===== src/logic/redir_regs.vh =====
// Operation
// - Bits 10:8 hold delivery mode; codes 011 and 110 are reserved.
// - Fixed and lowest-priority modes follow the trigger sensitivity bit.
// - Modes 010, 100, 101, 111 are always edge, ignoring sensitivity.
// - Bits 7:0 hold the vector, reset zero, used in the message.
// - High word bits 31:24 become message address bits 19:12.
// - High word bits 23:16 become message address bits 11:4.
// - Twenty-four low/high pairs from index 10h, two apart, to 3Eh.
// - Bit 15 selects sensitivity: zero edge, one level.
// - Unmasked input edge or level sends message; masked drops, nothing pending.
`ifndef REDIR_REGS_VH
`define REDIR_REGS_VH
`define RT_FIRST_IDX 8'h10
`define RT_LAST_IDX 8'h3F
`define RT_ENTRIES 24
`define F_VEC_LSB 0
`define F_VEC_MSB 7
`define F_DELM_LSB 8
`define F_DELM_MSB 10
`define F_DSTM 11
`define F_DSTAT 12
`define F_POL 13
`define F_RIRR 14
`define F_SENS 15
`define F_MASK 16
`define F_NOFLUSH 17
`define LOW_RESET 18'h10000
`define HIGH_RESET 16'h0000
`define F_DID_LSB 24
`define F_EDID_LSB 16
`define DM_FIXED 3'h0
`define DM_LOWPRI 3'h1
`define MA_DID_LSB 12
`define MA_EDID_LSB 4
`define MA_DSTM 2
`define MD_LEVEL_ASSERT 14
`endif


===== src/logic/redir_table.v =====
`timescale 1ns/1ps
`include "redir_regs.vh"
module redir_table #(
  parameter NUM_IRQ = `RT_ENTRIES,
  parameter [11:0] ADDR_BASE = 12'h000
)(
  input wire sys_clk, // Clock
  input wire rst_n, // Sync reset, active low
  input wire ce, // Clock enable
  input wire [7:0] reg_addr, // Word index of register
  input wire [31:0] reg_wdata, // Write data
  input wire reg_wr, // Write strobe
  input wire reg_rd, // Read strobe
  output reg [31:0] reg_rdata, // Read data
  output reg reg_rd_valid, // Read data valid
  input wire [NUM_IRQ-1:0] irq_in, // Interrupt inputs, active high
  input wire eoi_valid, // End of interrupt pulse
  input wire [7:0] eoi_vector, // Vector of the end of interrupt
  output reg msg_valid, // Message write pending
  output reg [31:0] msg_addr, // Message address
  output reg [31:0] msg_data, // Message data
  input wire msg_ready // Fabric takes the message
);
  // Only implemented low-word bits are stored
  reg [17:0] low_word [0:NUM_IRQ-1];
  // Only the two identifier bytes of the high word are stored
  reg [15:0] high_word [0:NUM_IRQ-1];
  reg [NUM_IRQ-1:0] rirr;
  reg [NUM_IRQ-1:0] pending;
  reg [NUM_IRQ-1:0] irq_prev;
  reg [NUM_IRQ-1:0] is_level;
  reg [NUM_IRQ-1:0] raw_event;
  reg [NUM_IRQ-1:0] next_pending;
  reg [NUM_IRQ-1:0] next_rirr;
  reg [31:0] rd_word;
  reg [31:0] next_addr;
  reg [31:0] next_data;
  reg sel_hit;
  reg [4:0] sel;
  reg [17:0] lw;
  reg [15:0] hw;
  reg [17:0] sel_low;
  reg [15:0] sel_high;
  wire hit;
  wire [7:0] rel_idx;
  wire [4:0] entry;
  wire in_range;
  wire take;
  wire issue;
  integer i;
  integer j;
  integer k;
  integer n;
  integer r;

  assign hit = (reg_addr >= `RT_FIRST_IDX) &&
    (reg_addr <= `RT_LAST_IDX);
  assign rel_idx = reg_addr - `RT_FIRST_IDX;
  assign entry = rel_idx[5:1];
  // Guards the table arrays if fewer entries are built
  assign in_range = hit && (entry < NUM_IRQ);
  // Output slot is free when empty or being taken this edge
  assign take = !msg_valid || msg_ready;
  assign issue = take && sel_hit;

  // Sensitivity only counts for fixed and lowest priority
  always @*
  begin
    for (i = 0; i < NUM_IRQ; i = i + 1)
    begin
      is_level[i] = low_word[i][`F_SENS] &&
        (low_word[i][`F_DELM_MSB:`F_DELM_LSB] == `DM_FIXED ||
         low_word[i][`F_DELM_MSB:`F_DELM_LSB] == `DM_LOWPRI);
    end
  end

  // Edge entries see a rising input, level entries a high one
  always @*
  begin
    for (j = 0; j < NUM_IRQ; j = j + 1)
    begin
      if (is_level[j])
        raw_event[j] = irq_in[j];
      else
        raw_event[j] = irq_in[j] && !irq_prev[j];
    end
  end

  always @*
  begin
    lw = 18'h00000;
    hw = 16'h0000;
    rd_word = 32'h0000_0000;
    if (in_range)
    begin
      lw = low_word[entry];
      hw = high_word[entry];
    end
    if (in_range && rel_idx[0])
      rd_word = {hw, 16'h0000};
    else if (in_range)
      rd_word = {14'h0000,
        lw[17:15],
        rirr[entry],
        lw[13],
        is_level[entry] && !lw[`F_MASK] && irq_in[entry],
        lw[11:0]};
  end

  // Lowest index wins; one message in flight at a time
  always @*
  begin
    sel_hit = 1'b0;
    sel = 5'h00;
    for (k = NUM_IRQ - 1; k >= 0; k = k - 1)
    begin
      if (pending[k])
      begin
        sel_hit = 1'b1;
        sel = k[4:0];
      end
    end
  end

  always @*
  begin
    next_pending = pending;
    next_rirr = rirr;
    for (n = 0; n < NUM_IRQ; n = n + 1)
    begin
      // Only level entries carry a remote acknowledge state
      if (!is_level[n])
        next_rirr[n] = 1'b0;
      else if (eoi_valid &&
               low_word[n][`F_VEC_MSB:`F_VEC_LSB] == eoi_vector)
        next_rirr[n] = 1'b0;
    end
    // After the clear, so an issue beats a same-cycle EOI
    if (issue)
    begin
      next_pending[sel] = 1'b0;
      if (is_level[sel])
        next_rirr[sel] = 1'b1;
    end
    // Uses next_rirr so a level entry is not sent twice
    for (n = 0; n < NUM_IRQ; n = n + 1)
    begin
      if (low_word[n][`F_MASK])
        next_pending[n] = 1'b0;
      else if (raw_event[n] && !(is_level[n] && next_rirr[n]))
        next_pending[n] = 1'b1;
    end
  end

  always @*
  begin
    sel_low = low_word[sel];
    sel_high = high_word[sel];
    next_addr = {ADDR_BASE,
      sel_high[15:8],
      sel_high[7:0],
      1'b0,
      sel_low[`F_DSTM],
      2'b00};
    next_data = {16'h0000,
      is_level[sel],
      1'b1,
      3'b000,
      sel_low[`F_DELM_MSB:`F_DELM_LSB],
      sel_low[`F_VEC_MSB:`F_VEC_LSB]};
  end

  // Read-only and unused bits are never stored
  always @(posedge sys_clk)
  begin
    if (!rst_n)
    begin
      for (r = 0; r < NUM_IRQ; r = r + 1)
      begin
        low_word[r] <= `LOW_RESET;
        high_word[r] <= `HIGH_RESET;
      end
    end
    else if (ce && reg_wr && in_range)
    begin
      if (rel_idx[0])
        high_word[entry] <= reg_wdata[31:16];
      else
        low_word[entry] <= {reg_wdata[17:15], 1'b0, reg_wdata[13],
          1'b0, reg_wdata[11:0]};
    end
  end

  // A read alongside a write returns the old contents
  always @(posedge sys_clk)
  begin
    if (!rst_n)
    begin
      reg_rdata <= 32'h0000_0000;
      reg_rd_valid <= 1'b0;
    end
    else if (ce)
    begin
      reg_rd_valid <= reg_rd;
      if (reg_rd)
        reg_rdata <= rd_word;
    end
  end

  always @(posedge sys_clk)
  begin
    if (!rst_n)
    begin
      rirr <= {NUM_IRQ{1'b0}};
      pending <= {NUM_IRQ{1'b0}};
      irq_prev <= {NUM_IRQ{1'b0}};
    end
    else if (ce)
    begin
      irq_prev <= irq_in;
      pending <= next_pending;
      rirr <= next_rirr;
    end
  end

  // Held until the fabric takes it; no queue behind the slot
  always @(posedge sys_clk)
  begin
    if (!rst_n)
    begin
      msg_valid <= 1'b0;
      msg_addr <= 32'h0000_0000;
      msg_data <= 32'h0000_0000;
    end
    else if (ce && take)
    begin
      msg_valid <= sel_hit;
      if (sel_hit)
      begin
        msg_addr <= next_addr;
        msg_data <= next_data;
      end
    end
  end
endmodule


===== config.mk =====
export PLATFORM = sky130hd
export DESIGN_NAME = redir_table
export DESIGN_NICKNAME = d
export VERILOG_FILES = /design/src/logic/redir_table.v
export VERILOG_INCLUDE_DIRS = /design/src /design/src/logic
export SDC_FILE = /design/constraint.sdc
export NUM_CORES = 2
export LEC_CHECK = 0
export ABC_CLOCK_PERIOD_IN_PS = 5000
export BUFFER_PORTS_ARGS = -buffer_cell sky130_fd_sc_hd__buf_2
export CAP_MARGIN = 40
export CORE_UTILIZATION = 55
export DETAILED_ROUTE_END_ITERATION = 7
export GPL_TIMING_DRIVEN = 0
export PLACE_DENSITY = 0.72
export SLEW_MARGIN = 5
export SYNTH_ARGS = -nofsm -noshare
export SYNTH_HDL_FRONTEND = slang
export SYNTH_SLANG_ARGS = --single-unit

===== constraint.sdc =====
create_clock -name sys_clk -period 5 [get_ports sys_clk]
set_clock_uncertainty 0.1 [all_clocks]
set_input_delay 0.25 -clock sys_clk [delete_from_list [all_inputs] [get_ports sys_clk]]
set_output_delay 0.25 -clock sys_clk [all_outputs]
set_load 0.05 [all_outputs]

Word-level counts from Yosys, hierarchy flattened
Memories as Yosys holds them, arrays and structs flattened. A register that Yosys moved wholly into a read port is not among the register bits.
Index checks and enable logic that the tools add are counted.

operators by class
  order comparisons = 6
  reduce and logical (&&, ||, !) cells = 283
  bitwise operators = 3
  eq/ne operators = 48
  add/subtract/negate cells = 1
  mux-type cells = 200

operators with widths
  operator                                                            count
  == test 8 bit                                                       24
  2-to-1 mux 1 bit                                                    160
  logical AND 1 bit                                                   130
  2-to-1 mux 5 bit                                                    26
  == test 3 x 1 -> 1 bit (second input constant)                      24
  logical NOT 3 bit                                                   24
  2-to-1 mux 24 bit                                                   3
  nonzero test 3 bit                                                  24
  logical NOT 1 bit                                                   52
  AND reduction 2 bit                                                 26
  2-to-1 mux 16 bit                                                   3
  2-to-1 mux 18 bit                                                   2
  2-to-1 mux 32 bit                                                   1
  OR reduction 16 bit                                                 2
  logical OR 1 bit                                                    25
  bitwise AND 24 bit                                                  1
  inverter 24 bit                                                     1
  bitwise OR 24 bit                                                   1
  binary-select mux 1 bit (select 5 bit)                              4
  < comparator 5 x 6 -> 1 bit (second input constant)                 2
  greater-or-equal comparator 8 x 5 -> 1 bit (second input constant)  1
  less-or-equal comparator 8 x 6 -> 1 bit (second input constant)     1
  subtractor 6 x 5 -> 6 bit (second input constant)                   1
  demux 1 bit (select 5 bit)                                          1
  other kinds (2)                                                     2

storage, ports and cells
  logic and storage cells = 573
  input port bits = 79
  memories = 2
  memory bits (writable) = 768
  register bits after elaboration = 119
  output and inout bits = 98

memories
  name       depth  bits a word  rd ports  clocked after memory_dff  wr ports  line              source
  high_word  24     16           2         1                         24        redir_table.v:27  reg [15:0] high_word [0:NUM_IRQ-1];
  low_word   24     16           26        1                         24        redir_table.v:25  reg [17:0] low_word [0:NUM_IRQ-1];

Logic depth before layout (Yosys ltp)
  word-level depth = 36
  gate-level depth with buffers = 12
  mapped depth without buffers = 9

Worst setup path after synthesis
No wires, ideal clock.

  path type = input-to-reg
  start = input port reg_addr[4]
  end = memory low_word[19][0] (netlist bit), enable pin
  data arrival time = 3487 ps
  required time = 4489 ps
  slack = 1002 ps
  stages = 10
  setup time = 411 ps
  buffers on the path = 3
  path through = clkinv_1 -> buf_1 -> clkbuf_1 -> ha_1 -> nor3_1 -> nand2b_1 -> nor2_1 -> nand3_1 -> clkbuf_1 -> o21ai_0

RTL lines
  item         line              source
  from (decl)  redir_table.v:10  input wire [7:0] reg_addr,
  to (decl)    redir_table.v:25

==> results.py <==
metrics = {
    "outcome": {
        "status": "finished, violations left",
        "violations": "setup timing",
    },
    "setup_path": {
        "rr_worst_depth": 14,
        "worstPathMaxFanout": 11,
        "cp_data_required_time_ps": 5530,
        "critPathLaunchType": "input pin",
        "cp-end-kind": "flip-flop",
        "crit_slowest_cell": "nor2_1",
        "r2r-end": "msg_data[2]",
        "worstSetupPathType": "in -> reg",
        "cp_slowest_stage_delay_ps": 890,
        "crit_family": "buffers and inverters",
        "reg2reg_slack_ps": -110,
        "path_cells": "buf_2 > clkinv_1 > buf_1 > buf_8 > clkbuf_2 > ha_1 > nor3_1 > buf_2 > nand2b_1 > nor2_1 > nand2_1 > nor2_1 > clkbuf_1 > and2_1",
        "cp_data_arrival_time_ps": 5790,
        "timing.rr.start": "pending[13]",
        "critPathBufInv": 7,
    },
    "flow_run": {
        "cap_violations": 0,
    },
    "timing": {
        "finalMaxSlewViolations": 0,
        "timing.final.ws_setup_ps": -258,
        "max-slew-margin-rel": 0.307,
        "period_share": 1.05,
        "layout_min_cycle_time_ps": 5260,
        "tightest_slew_ps": 1040,
        "hold_viol_final": 0,
        "finalSetupViolCount": 268,
        "max_freq_mhz": 190,
        "rsz0062_at_grt": "yes",
    },
    "cts": {
        "cts_tree": "done",
        "cts_buffers": 130,
        "clock_tree.buffer_depth": 3,
        "clk_latency_ps": 790,
        "cts_post_setup_buffers_inserted": 0,
        "h-tree-depth": 4,
        "path_clk_slew_ps": 60,
        "clock-sinks": 1160,
        "root_buffer": "clkbuf_16",
    },
    "yosys": {
        "ys.flop_type": "edfxtp_1",
        "ys_seq_area_frac": 0.553,
        "mappedNetlistArea_um2": 60500,
        "synthesis.instances": 4794,
        "synth.most_common_cell": "edfxtp_1",
        "synth_cell_types": 86,
        "yosysTopAreaCell": "edfxtp_1",
        "synth_edf_count": 1024,
        "async_reset_ff_frac": 0,
        "syn_avg_cell_area_um2": 12.6,
        "ys_ff_latch": 1160,
        "synth.area.top_cells": "edfxtp_1 51%, mux4_2 12%, and2_1 7.9%, dfxtp_1 4.5%, mux2i_1 3.3%",
        "synth_common_cells": "1024 x edfxtp_1, 763 x and2_1, 315 x mux4_2",
        "yosysWarnings": 0,
        "synth_top_area_frac": 0.508,
    },
    "floorplan": {
        "die_x_um": 334,
        "start_util": 0.555,
        "placementRows": 121,
        "core_area_um2": 109000,
        "num_io_pins": 177,
        "dieArea_um2": 111000,
        "dieHeight_um": 334,
    },
    "final_layout": {
        "area_delta_synth_final_pct": 19.0,
        "nFillCells": 8326,
        "instances_no_fill": 7137,
        "post-route-util": 0.660,
        "fin_nets": 5692,
        "layout-drive-gt1-share": 0.188,
    },
    "detailed_routing": {
        "drc": 0,
        "routed_wl_mm": 292,
        "drtIter0Drc": 10000,
        "drt-pass1-iter-count": 7,
        "drt-wirelength-per-cell_um": 40.9,
        "vias": 51200,
        "viasPerCell": 7.18,
        "ant_nets": 0,
    },
    "pwr": {
        "p_sw_uw": 9930,
        "p_int_uw": 18900,
        "power-per-cell-area_nw_per_um2": 401,
        "power.leakage_uw": 0.0261,
        "p_comb_frac": 0.254,
        "seqPwrFrac": 0.402,
        "ir_drop_v": 0.000322,
        "clkPwrFrac": 0.344,
        "switching_share": 0.344,
    },
    "global_routing": {
        "grt_pass1_wl_mm": 389,
        "grt_max_degree": 20,
        "antenna_found_initial": 29,
        "grt.overflow.total": 0,
        "grt_pass1_vias": 47000,
        "grtUsageTotal": 0.521,
    },
    "hold_path": {
        "hp-class": "in -> reg",
        "hold_path_end": "reg_rdata[12]",
        "min_from": "reg_addr[7]",
        "min_path_cells": 5,
    },
    "placed_design": {
        "hpwl_mm": 224,
        "place_congestion": 1.10,
        "place_inst": 6828,
        "portBuffers": 128,
    },
}
through the flow:
step                TNS (ps)  power, µW  hold WS [ps]  setup WS, ps  instance area (µm²)
floorplan                  0      14900           249          1000                61600
detailed placement   -333230      18400           360          -770                66900
global placement    -3244380      17900           350         -3790                64000
finish                -28760      28800           141          -258                72000
CTS                        0      28100          47.5          37.7                71800
global route            -290      29000           125         -32.5                71900
cell type report:
cell class	instances	area [µm²]	share of cell area
clock inverters	70	798	0.0111
diodes	10	25.0	0.000348
multi-input cells	3447	26400	0.366
plain buffers	460	2000	0.0278
inverters	16	60.1	0.000835
repair buffers	394	3910	0.0544
well taps	1414	1770	0.0246
flip-flops and latches	1160	33500	0.465
clock buffers	166	3550	0.0494
layer usage:
layer	share of wire	up-vias	global-route usage
met5	0.0013	-	0.00999
met4	0.080	31	0.322
met3	0.19	1224	0.287
met2	0.39	5381	0.692
met1	0.34	25100	0.655
li1	-	19500	-
layout by cell type, fill, tap and decap left out, types with 192 or more instances in the layout:
cell	netlist	layout
edfxtp_1	1024	1024
and2_1	763	763
mux4_2	315	315
clkbuf_1	296	313
conb_1	1	290
nand2_1	288	288
buf_2	80	230
nand3_1	200	200
mux2i_1	197	197
nor2_1	200	192
cell families after synthesis:
| family | Yosys count | synth area share |
|---|---|---|
| other | 1 | 0.0000620 |
| flip-flops | 1160 | 0.553 |
| AND/OR/NAND/NOR | 1717 | 0.154 |
| adder cells (fa/ha/maj) | 4 | 0.000827 |
| multiplexers | 517 | 0.151 |
| buffers and inverters | 476 | 0.0338 |
| XOR/XNOR | 192 | 0.0278 |
| AO/OA/AOI/OAI | 727 | 0.0793 |
timing repair:
item	in CTS	in global routing
hold buffers	57	0
setup endpoints to repair	2	82
pin swaps	0	0
gates resized for setup	1	14
endpoints found under the hold margin	411	0
how the worst max path moves through the flow:
stage	slack, ps	cells after the start	startpoint	endpoint
5_1_grt	-30	15	reg_addr[4]	low_word[22][12]
6_report	-260	14	reg_addr[4]	low_word[17][11]
3_3_place_gp	-3790	11	reg_addr[4]	low_word[0][3]
4_1_cts	40	15	reg_addr[4]	high_word[11][8]
3_5_place_dp	-770	14	reg_addr[4]	low_word[17][6]
2_1_floorplan	1000	10	reg_addr[4]	low_word[19][0]
power groups by stage:
stage	clock, µW	sequential [µW]	combinational [µW]
CTS	9820	11600	6730
floorplan	0	11700	3210
detailed placement	0	11800	6670
finish	9920	11600	7320
global route	10200	11600	7180
global placement	0	11800	6170
sequential cells by signal, indices dropped and copies added (netlist names):
signal and cells:
reg_rd_valid 1, high_word 512, msg_data 13, msg_valid 1, msg_addr 17, low_word 512
pending 24, rirr 24, irq_prev 24, reg_rdata 32
tightest hold or removal path: stages:
cell      delay [ps]
buf_2             80
nor3_1            50
buf_2            190
nand2b_1         250
o41ai_1          130
Power figures use the tool's default switching activity.
